==> src/design/ebi_pkg.sv <==
// External memory bus interface: shared constants, codes and pin carriers.
// Assumes a 16-bit CPU address space with byte-wide data.
package ebi_pkg;

  // ----------------------------------------------------------------
  // Register map
  // ----------------------------------------------------------------
  localparam logic [15:0] EXPANSION_MODE_SELECT_ADDR = 16'hFF47;
  localparam logic [15:0] WAIT_SETTING_ADDR          = 16'hFFF8;
  localparam logic [7:0]  EXPANSION_MODE_RST         = 8'h00;
  localparam logic [7:0]  WAIT_SETTING_RST           = 8'h10;
  localparam int          WINDOW_CODE_LSB            = 0;
  localparam int          WINDOW_CODE_W              = 3;
  localparam int          WAIT_CODE_LSB              = 4;
  localparam int          WAIT_CODE_W                = 2;

  // ----------------------------------------------------------------
  // Pin positions on port 6
  // ----------------------------------------------------------------
  localparam int P6_READ_STROBE  = 4;
  localparam int P6_WRITE_STROBE = 5;
  localparam int P6_WAIT_INPUT   = 6;
  localparam int P6_ADDR_STROBE  = 7;

  // Window codes
  typedef enum logic [2:0] {
    EBI_SINGLE_CHIP = 3'h0,
    EBI_WIN_256B    = 3'h3,
    EBI_WIN_4K      = 3'h4,
    EBI_WIN_16K     = 3'h5,
    EBI_WIN_FULL    = 3'h7
  } ebi_window_t;

  // Wait codes
  typedef enum logic [1:0] {
    EBI_WAIT_NONE = 2'h0,
    EBI_WAIT_ONE  = 2'h1,
    EBI_WAIT_BAD  = 2'h2,
    EBI_WAIT_PIN  = 2'h3
  } ebi_wait_t;

  // Bus cycle sequencer
  typedef enum logic [2:0] {
    EBI_ST_IDLE = 3'h0,
    EBI_ST_ADDR = 3'h1,
    EBI_ST_STRB = 3'h2,
    EBI_ST_WAIT = 3'h3,
    EBI_ST_DONE = 3'h4
  } ebi_state_t;

  // One byte per port 4, 5 and 6
  typedef struct packed {
    logic [7:0] p6;
    logic [7:0] p5;
    logic [7:0] p4;
  } ebi_pins_t;

endpackage : ebi_pkg

==> src/design/ebi_bus.sv <==
// External memory bus interface: mode and wait registers, bus cycle
// sequencer and pin sharing for ports 4 to 6.
// Assumes one request per CPU bus cycle, held until cpu_done, and a
// system decode that flags internal ROM, RAM and SFR addresses.
`timescale 1ns/1ps
`default_nettype none
module ebi_bus (
  // Clock and reset
  input  wire logic               ref_clk,
  input  wire logic               rst,
  // CPU bus cycle request
  input  wire logic               cpu_req,
  input  wire logic [15:0]        cpu_addr,
  input  wire logic               cpu_we,
  input  wire logic               cpu_bit_op,
  input  wire logic [2:0]         cpu_bit_sel,
  input  wire logic [7:0]         cpu_wdata,
  input  wire logic               cpu_int_hit,
  input  wire logic               main_crystal_clock,
  output logic                    cpu_ready,
  output logic                    cpu_done,
  output logic [7:0]              cpu_rdata_q,
  // Port block side
  input  wire ebi_pkg::ebi_pins_t port_out,
  input  wire ebi_pkg::ebi_pins_t port_oe,
  // Pads
  input  wire ebi_pkg::ebi_pins_t pad_in,
  output logic [23:0]             pad_out,
  output logic [23:0]             pad_oe
);

  // ----------------------------------------------------------------
  // Registers and decode
  // ----------------------------------------------------------------
  logic [2:0]          window_code_q;
  logic [1:0]          wait_code_q;
  ebi_pkg::ebi_state_t st_q;
  logic [15:0]         addr_q;
  logic [7:0]          wdata_q;
  logic                we_q;
  logic                ext_q;
  logic                mode_hit;
  logic                wait_hit;
  logic                taken;
  logic                expansion_on;
  logic [7:0]          upper_mask;
  logic [7:0]          mode_wr_val;
  logic [7:0]          wait_wr_val;
  logic                ext_wait;
  logic                wait_pin_n;
  logic                rd_strobe_n;
  logic                wr_strobe_n;
  logic                addr_latch_strobe;
  ebi_pkg::ebi_pins_t  sel;
  ebi_pkg::ebi_pins_t  bus_out;
  ebi_pkg::ebi_pins_t  bus_oe;

  assign mode_hit  = (cpu_addr == ebi_pkg::EXPANSION_MODE_SELECT_ADDR);
  assign wait_hit  = (cpu_addr == ebi_pkg::WAIT_SETTING_ADDR);
  assign cpu_ready = (st_q == ebi_pkg::EBI_ST_IDLE);
  assign taken     = cpu_req && cpu_ready;
  assign cpu_done  = (st_q == ebi_pkg::EBI_ST_DONE);

  // legal window codes only; a prohibited code leaves the pins as ports
  always_comb begin
    expansion_on = main_crystal_clock;
    upper_mask   = 8'h00;
    unique case (window_code_q)
      ebi_pkg::EBI_WIN_256B: upper_mask = 8'h00;
      ebi_pkg::EBI_WIN_4K:   upper_mask = 8'h0F;
      ebi_pkg::EBI_WIN_16K:  upper_mask = 8'h3F;
      ebi_pkg::EBI_WIN_FULL: upper_mask = 8'hFF;
      default:               expansion_on = 1'b0;
    endcase
  end

  // Bit writes alter one bit of the current value, byte writes replace it
  always_comb begin
    mode_wr_val = {5'h00, window_code_q};
    wait_wr_val = {2'h0, wait_code_q, 4'h0};
    if (cpu_bit_op) begin
      mode_wr_val[cpu_bit_sel] = cpu_wdata[0];
      wait_wr_val[cpu_bit_sel] = cpu_wdata[0];
    end else begin
      mode_wr_val = cpu_wdata;
      wait_wr_val = cpu_wdata;
    end
  end

  // bit and byte writes, upper bits not stored
  always_ff @(posedge ref_clk or posedge rst) begin
    if (rst) begin
      window_code_q <= ebi_pkg::EXPANSION_MODE_RST[2:0];
    end else if (taken && cpu_we && mode_hit) begin
      window_code_q <= mode_wr_val[ebi_pkg::WINDOW_CODE_LSB +: ebi_pkg::WINDOW_CODE_W];
    end
  end

  // wait code storage, prohibited code behaves as one wait
  always_ff @(posedge ref_clk or posedge rst) begin
    if (rst) begin
      wait_code_q <= ebi_pkg::WAIT_SETTING_RST[5:4];
    end else if (taken && cpu_we && wait_hit) begin
      wait_code_q <= wait_wr_val[ebi_pkg::WAIT_CODE_LSB +: ebi_pkg::WAIT_CODE_W];
    end
  end

  // ----------------------------------------------------------------
  // Bus cycle sequencer
  // ----------------------------------------------------------------
  // route only non-internal addresses outward
  // no external cycle without the crystal clock
  always_ff @(posedge ref_clk or posedge rst) begin
    if (rst) begin
      addr_q  <= 16'h0000;
      wdata_q <= 8'h00;
      we_q    <= 1'b0;
      ext_q   <= 1'b0;
    end else if (taken) begin
      addr_q  <= cpu_addr;
      wdata_q <= cpu_wdata;
      we_q    <= cpu_we;
      ext_q   <= expansion_on && !cpu_int_hit && !mode_hit && !wait_hit;
    end
  end

  // wait pin only counts on external cycles in pin-controlled mode
  assign wait_pin_n = pad_in.p6[ebi_pkg::P6_WAIT_INPUT];
  assign ext_wait   = ext_q && (wait_code_q == ebi_pkg::EBI_WAIT_PIN);

  // One address phase, one strobe phase, optional waits, one done cycle
  always_ff @(posedge ref_clk or posedge rst) begin
    if (rst) begin
      st_q <= ebi_pkg::EBI_ST_IDLE;
    end else begin
      unique case (st_q)
        ebi_pkg::EBI_ST_IDLE: if (taken) st_q <= ebi_pkg::EBI_ST_ADDR;
        ebi_pkg::EBI_ST_ADDR: st_q <= ebi_pkg::EBI_ST_STRB;
        ebi_pkg::EBI_ST_STRB: begin
          if (ext_q && (wait_code_q == ebi_pkg::EBI_WAIT_ONE || wait_code_q == ebi_pkg::EBI_WAIT_BAD)) begin
            st_q <= ebi_pkg::EBI_ST_WAIT;
          end else if (ext_wait && !wait_pin_n) begin
            st_q <= ebi_pkg::EBI_ST_STRB;
          end else begin
            st_q <= ebi_pkg::EBI_ST_DONE;
          end
        end
        ebi_pkg::EBI_ST_WAIT: st_q <= ebi_pkg::EBI_ST_DONE;
        ebi_pkg::EBI_ST_DONE: st_q <= ebi_pkg::EBI_ST_IDLE;
        default:              st_q <= ebi_pkg::EBI_ST_IDLE;
      endcase
    end
  end

  // Read data is caught on the last strobe cycle so it is stable in done
  always_ff @(posedge ref_clk or posedge rst) begin
    if (rst) begin
      cpu_rdata_q <= 8'h00;
    end else if ((st_q == ebi_pkg::EBI_ST_STRB || st_q == ebi_pkg::EBI_ST_WAIT) && !we_q) begin
      if (addr_q == ebi_pkg::EXPANSION_MODE_SELECT_ADDR) begin
        cpu_rdata_q <= {5'h00, window_code_q};
      end else if (addr_q == ebi_pkg::WAIT_SETTING_ADDR) begin
        cpu_rdata_q <= {2'h0, wait_code_q, 4'h0};
      end else begin
        cpu_rdata_q <= pad_in.p4;
      end
    end
  end

  // ----------------------------------------------------------------
  // Strobes and pin drive
  // ----------------------------------------------------------------
  // read and write strobes only on external cycles; address strobe on every bus cycle
  assign rd_strobe_n       = !(ext_q && !we_q && (st_q == ebi_pkg::EBI_ST_STRB || st_q == ebi_pkg::EBI_ST_WAIT));
  assign wr_strobe_n       = !(ext_q && we_q && (st_q == ebi_pkg::EBI_ST_STRB || st_q == ebi_pkg::EBI_ST_WAIT));
  assign addr_latch_strobe = (st_q == ebi_pkg::EBI_ST_ADDR);

  // unused upper pins fall back to the port
  // wait pin is a port unless pin-controlled waits are chosen
  // low address held through the address strobe so it can be latched
  always_comb begin
    sel     = '0;
    bus_out = '0;
    bus_oe  = '0;
    if (expansion_on) begin
      sel.p4 = 8'hFF;
      sel.p5 = upper_mask;
      sel.p6[ebi_pkg::P6_READ_STROBE]  = 1'b1;
      sel.p6[ebi_pkg::P6_WRITE_STROBE] = 1'b1;
      sel.p6[ebi_pkg::P6_ADDR_STROBE]  = 1'b1;
      sel.p6[ebi_pkg::P6_WAIT_INPUT]   = (wait_code_q == ebi_pkg::EBI_WAIT_PIN);
    end
    bus_out.p4 = (st_q == ebi_pkg::EBI_ST_ADDR || !we_q) ? addr_q[7:0] : wdata_q;
    bus_oe.p4  = (st_q == ebi_pkg::EBI_ST_ADDR) ? 8'hFF : {8{we_q && st_q != ebi_pkg::EBI_ST_IDLE}};
    bus_out.p5 = addr_q[15:8];
    bus_oe.p5  = 8'hFF;
    bus_out.p6[ebi_pkg::P6_READ_STROBE]  = rd_strobe_n;
    bus_out.p6[ebi_pkg::P6_WRITE_STROBE] = wr_strobe_n;
    bus_out.p6[ebi_pkg::P6_ADDR_STROBE]  = addr_latch_strobe;
    bus_oe.p6[ebi_pkg::P6_READ_STROBE]   = 1'b1;
    bus_oe.p6[ebi_pkg::P6_WRITE_STROBE]  = 1'b1;
    bus_oe.p6[ebi_pkg::P6_ADDR_STROBE]   = 1'b1;
  end

  ebi_pin_mux i_ebi_pin_mux (
    .sel      (sel),
    .bus_out  (bus_out),
    .bus_oe   (bus_oe),
    .port_out (port_out),
    .port_oe  (port_oe),
    .pad_out  (pad_out),
    .pad_oe   (pad_oe)
  );
endmodule : ebi_bus
`default_nettype wire

==> src/design/ebi_pin_mux.sv <==
// Per-pin selection between the bus function and the general port.
// Assumes port latches and directions come from the port block.
`timescale 1ns/1ps
`default_nettype none
module ebi_pin_mux (
  // Selection
  input  wire ebi_pkg::ebi_pins_t sel,
  // Bus function side
  input  wire ebi_pkg::ebi_pins_t bus_out,
  input  wire ebi_pkg::ebi_pins_t bus_oe,
  // Port side
  input  wire ebi_pkg::ebi_pins_t port_out,
  input  wire ebi_pkg::ebi_pins_t port_oe,
  // Pads
  output logic [23:0]             pad_out,
  output logic [23:0]             pad_oe
);

  // ----------------------------------------------------------------
  // One mux per pin
  // ----------------------------------------------------------------
  genvar i;
  generate
    for (i = 0; i < 24; i++) begin : g_pin
      assign pad_out[i] = sel[i] ? bus_out[i] : port_out[i];
      assign pad_oe[i]  = sel[i] ? bus_oe[i]  : port_oe[i];
    end
  endgenerate

endmodule : ebi_pin_mux
`default_nettype wire

==> config.mk <==
export PLATFORM = sky130hd
export DESIGN_NAME = ebi_bus
export DESIGN_NICKNAME = d
export VERILOG_FILES = /design/src/design/ebi_pkg.sv /design/src/design/ebi_bus.sv /design/src/design/ebi_pin_mux.sv
export SDC_FILE = /design/constraint.sdc
export NUM_CORES = 1
export LEC_CHECK = 0
export BUFFER_PORTS_ARGS = -buffer_cell sky130_fd_sc_hd__buf_2
export CAP_MARGIN = 20
export CORE_AREA = 2 2 81 90
export DETAILED_ROUTE_END_ITERATION = 12
export DIE_AREA = 0 0 83 92
export GPL_TIMING_DRIVEN = 0
export PLACE_DENSITY = 0.73
export SETUP_SLACK_MARGIN = 0.5
export SYNTH_ARGS = -nofsm -noshare
export SYNTH_HDL_FRONTEND = slang
export SYNTH_SLANG_ARGS = --single-unit
==> constraint.sdc <==
create_clock -name ref_clk -period 2.6 [get_ports ref_clk]
set_clock_uncertainty 0.15 [all_clocks]
set_input_delay 0.52 -clock ref_clk [delete_from_list [all_inputs] [get_ports ref_clk]]
set_output_delay 0.52 -clock ref_clk [all_outputs]
set_load 0.005 [all_outputs]
; After elaboration in Yosys (flattened, before gate mapping)
; Cells that the tools add are included.
[op_classes]
magnitude_cmp = 2
n_eq_ne = 16
muxes = 58
reduce_logical = 30
[op_table]
columns = cell, count
row1 = $eq 16x16->1 const B, 4
row2 = $mux 1, 42
row3 = $mux 8, 4
row4 = $pmux 8 s3, 1
row5 = $logic_and 1x1->1, 17
row6 = $bwmux 8, 2
row7 = $mux 16, 1
row8 = $eq 3x3->1 const B, 4
row9 = $mux 3, 4
row10 = $pmux 3 s4, 1
row11 = $eq 3x2->1 const B, 3
row12 = $logic_not 1->1, 7
row13 = $mux 6, 1
row14 = $eq 2x2->1 const B, 2
row15 = $lt 3x4->1 const B, 1
row16 = $mux 4, 1
row17 = $reduce_or 4->1, 1
row18 = $demux 1 s3, 1
row19 = $eq 3x1->1 const B, 1
row20 = $ge 3x1->1 const B, 1
row21 = $logic_not 3->1, 1
row22 = $logic_or 1x1->1, 3
row23 = $reduce_bool 3->1, 1
row24 = $eq 2x1->1 const B, 1
row25 = $ne 2x1->1 const B, 1
[totals]
register_bits = 42
inputBits = 106
out_inout_bits = 58
elab_cells = 114

; Depth between registers and ports, before layout
[depth]
depth_word = 6
depth_mapped = 6
ltp_nobuf = 5

; Hierarchy
; Synthesis repeated with hierarchy kept, for this count alone.
[hier_totals]
cells_unflattened = 303
area_unflattened_um2 = 2864.0
[modules_own_cells]
columns = mod, n_inst, cells_each, area_each_um2, seq_area_each_um2
row1 = ebi_bus, 1, 255, 2195.9, 1052.3
row2 = ebi_pin_mux, 1, 48, 668.1, 0.0

; Worst setup path before layout
; Ideal clock, no wire load.
[synth_path]
path_type = flip-flop to output port
from = register st_q[2]
to = output pad_out[0]
arrival_ps = 1559
required_time_ps = 1930
path_slack_ps = 371
path_stages_with_launch = 6
path_buffers = 1
path_cell_list = dfrtp_1 -> buf_6 -> or3b_2 -> nand2_1 -> mux2i_1 -> o21ai_0
[synth_via]
elab_chain_cells = 4
[synth_rtl]
columns = item, line
row1 = start: declaration, ebi_bus.sv:37  ; ebi_pkg::ebi_state_t st_q;
row2 = start signal: assignment, ebi_bus.sv:134  ; st_q <= ebi_pkg::EBI_ST_IDLE;
row3 = start signal: assignment, ebi_bus.sv:137  ; ebi_pkg::EBI_ST_IDLE: if (taken) st_q <= ebi_pkg::EBI_ST_ADDR;
row4 = start signal: assignment, ebi_bus.sv:138  ; ebi_pkg::EBI_ST_ADDR: st_q <= ebi_pkg::EBI_ST_STRB;
row5 = $eq 3x1->1, ebi_bus.sv:193  ; bus_out.p4 = (st_q == ebi_pkg::EBI_ST_ADDR || !we_q) ? addr_q[7:0] : wdata_q;
row6 = $logic_or 1x1->1, ebi_bus.sv:193
row7 = $mux 8, ebi_bus.sv:193
row8 = $mux 1, ebi_pin_mux.sv:25  ; assign pad_out[i] = sel[i] ? bus_out[i] : port_out[i];
row9 = end: declaration, ebi_bus.sv:28  ; output logic [23:0] pad_out,
; Every way passes these cells.

; Final worst setup path
; Same ends and word-level chain as after synthesis.

==> summary.md <==
| Metric | Value |
|---|---|
| Fraction of registers with async set/reset | 100% |
| WL/cell | 15.3 um |
| # port buffers | 140 |
| Nets@finish | 601 |
| Core Util, Final | 62.0% |
| Net Count, Synth | 414 |
| Reg2reg setup slack | 0.28 ns |
| Slew Limit Fails | 0 |
| Via count | 3004 |
| Top-Level Pins | 164 |
| CTS buffer count | 5 |
| Largest net degree at the start of global routing | 43 |
| Mapped Area | 2560 sq um |
| Share of post-route cells with drive strength above 1 | 51.5% |
| Commonest cells in the netlist | 103 x nand2_1, 41 x dfrtp_1, 25 x o21ai_0 |
| Flop pwr share | 39.2% |
| Die area | 7640 sq um |
| Power Density | 683 nW/um^2 |
| Worst hold-check path type | in2async |
| Worst stage delay on the critical path | 0.42 ns |
| GRT Overall Usage | 21.4% |
| CTS tree | yes |
| Total placed instance area | 3370 sq um |
| Most used flip-flop cell after synthesis | dfrtp_1 |
| Max Cap Violations | 0 |
| CP startpoint kind | register |
| Outcome | complete, no violations |
| Antenna violations before repair | 0 |
| Die Y-Extent | 92 um |
| Post-synth top area cell | dfrtp_1 |
| Post-route minimum period | 2.45 ns |
| Overflow after GRT | 0 |
| Final wirelength | 8.88 mm |
| Rows | 32 |
| Drt pass-1 iters | 5 |
| First-pass GRT wire length | 13.3 mm |
| Post-place setup slack | 0.0214 ns |
| Crit path max fanout | 8 |
| Final Hold Fails | 0 |
| Max Fclk | 408 MHz |
| Net Sw Frac | 37.8% |
| Clk pwr share | 15.2% |
| R2r startpoint | st_q[2] |
| Detailed-route DRC error count | 0 |
| Mapped Cells | 307 |
| Die span in x | 83 um |
| Period Utilization, post-route | 94.2% |
| Internal power | 1800 uW |
| DP Wirelength | 5.98 mm |
| Combinational power share | 45.6% |
| Peak supply drop | 0.000451 V |
| CP max-delay cell | or3b_4 |
| Antenna Nets Post-Route | 0 |
| Sink Count | 42 |
| RePlAce Congestion | 0.857 |
| P&R area growth vs syn | 66.1% |
| Fin worst setup slack | 0.150 ns |
| Drt initial violations | 181 |
| Hold_buf cts | 0 |
| Most frequent cell after synthesis | nand2_1 |
| Clock transition at path regs | 0.08 ns |
| Leak | 0.00230 uW |
| Finished Cell Area | 4250 sq um |
| Unique cell type count in the Yosys netlist | 41 |
| Antenna diodes | 0 |
| Synth area leaders | dfrtp_1 40%, nand2_1 15%, o21ai_0 4.9% |
| Fill cells | 561 |
| Crit path cell chain | buf_6, or3b_4, nand2_8, mux2i_1, o21ai_1, buf_2 |
| Worst Path Arrival | 1.78 ns |
| Sequential cell area fraction in the yosys report | 41.1% |
| Number of flops mapped to enable cells by yosys | 0 |
| Clock buffer depth | 2 |
| Worst slew pin tran | 0.892 ns |
| Setup CP Type | reg2out |
| Core area | 6850 sq um |
| Avg Cell Area, Syn | 8.33 sq um |
| # setup viols final | 0 |
| Vias in the first global route | 2840 |
| Critical Path RT | 1.93 ns |
| Top-area cell type share of the netlist area | 40.1% |
| Initial Utilization | 37.4% |
| Setup TNS | 0 ns |
| DP Cell Count | 532 |
| Yosys warns | 0 |
| Switching power | 1100 uW |
| CTS HTree Levels | 2 |
| Root buffer cell | clkbuf_8 |
| RSZ-0062 raised after global routing | yes |
| CP endpoint kind | primary output |
| Critical path startpoint | st_q[2] |
| Non-filler cells, final | 580 |
| Clock Latency Late Sink | 0.29 ns |
| Worst slew margin | 40.4% |
| Synth Register Bits | 42 |
| Vias per inst | 5.18 |
## sequential cells by signal, indices dropped and copies added, names as in the netlist
register       flops
addr_q            16
cpu_rdata_q        8
ext_q              1
st_q               3
wait_code_q        2
wdata_q            8
we_q               1
window_code_q      3
## final timing paths
| check | endpoint | depth (start not counted) |
|---|---|---|
| setup / recovery | pad_out[0] | 6 |
| hold / removal | st_q[2] | 2 |
| setup reg to reg | window_code_q[0] | 8 |
| hold reg to reg | wdata_q[5] | 2 |
| max in group asynchronous | window_code_q[2] | 2 |
| min in group ref_clk | wdata_q[7] | 3 |
## cell usage in the layout (no fill, tap or decap), types with 9 or more instances in the layout
cell	Yosys	routed
dfrtp_1	41	39
buf_6	2	26
mux2i_1	9	9
buf_4	8	32
buf_2	2	129
nand2_1	103	98
mux2_4	1	10
o21ai_1	0	14
o21ai_0	25	10
## what timing repair did
action / in CTS / in global routing
gates cloned: 0 / 1
setup buffers: 22 / 17
pin swaps: 9 / 15
resized for setup: 59 / 73
endpoints found under the setup margin: 63 / 71
## worst max-delay path, delay by kind of cell, from the launching register on
family | cells | cell delay [ns]
buffers and inverters | 2 | 0.24
AND/OR/NAND/NOR | 2 | 0.55
flip-flops | 1 | 0.39
AO/OA/AOI/OAI | 1 | 0.07
multiplexers | 1 | 0.24
## power by group through the flow
stage                     Combinational, uW  Clock (uW)  Sequential [uW]
final                                  1320         441             1140
after detailed placement                987           0             1130
after floorplan                         643           0             1070
after CTS                              1140         448             1130
after global routing                   1460         478             1170
after global placement                  965           0             1120
## kinds of logic (layout without fill, tap and decap cells)
kind of cell | after synthesis | after routing | share of synthesized area [%]
simple gates | 158 | 158 | 29.8
compound gates | 60 | 60 | 14.7
flops | 42 | 42 | 41.1
buf+inv | 27 | 215 | 5.82
mux | 19 | 19 | 8.07
fa+ha+maj | 1 | 1 | 0.489
## cell type report
type	instances	area [sq um]	area share, %
repair buffers	180	1180	27.7
flip-flops and latches	42	1050	24.8
clock inverters	2	12.5	0.295
well taps	85	106	2.50
clock buffers	6	82.6	1.94
multi-input cells	238	1570	37.0
inverters	6	27.5	0.648
plain buffers	21	215	5.07
## metal layers
metal	track usage, %	part of all wire, %	vias to the layer above
met4	5.19	1.2	0
met5	0	0	-
met1	26.3	41	1423
met2	38.2	52	132
met3	4.59	6.7	12
li1	-	-	1437
## metrics by stage
stage / hold slack [ns] / total power [uW]
after floorplan: 0.295 / 1720
after global placement: 0.308 / 2080
after detailed placement: 0.312 / 2120
after CTS: 0.260 / 2710
after global routing: 0.265 / 3110
final: 0.259 / 2900
No activity file was read; power rests on OpenSTA's default activity.
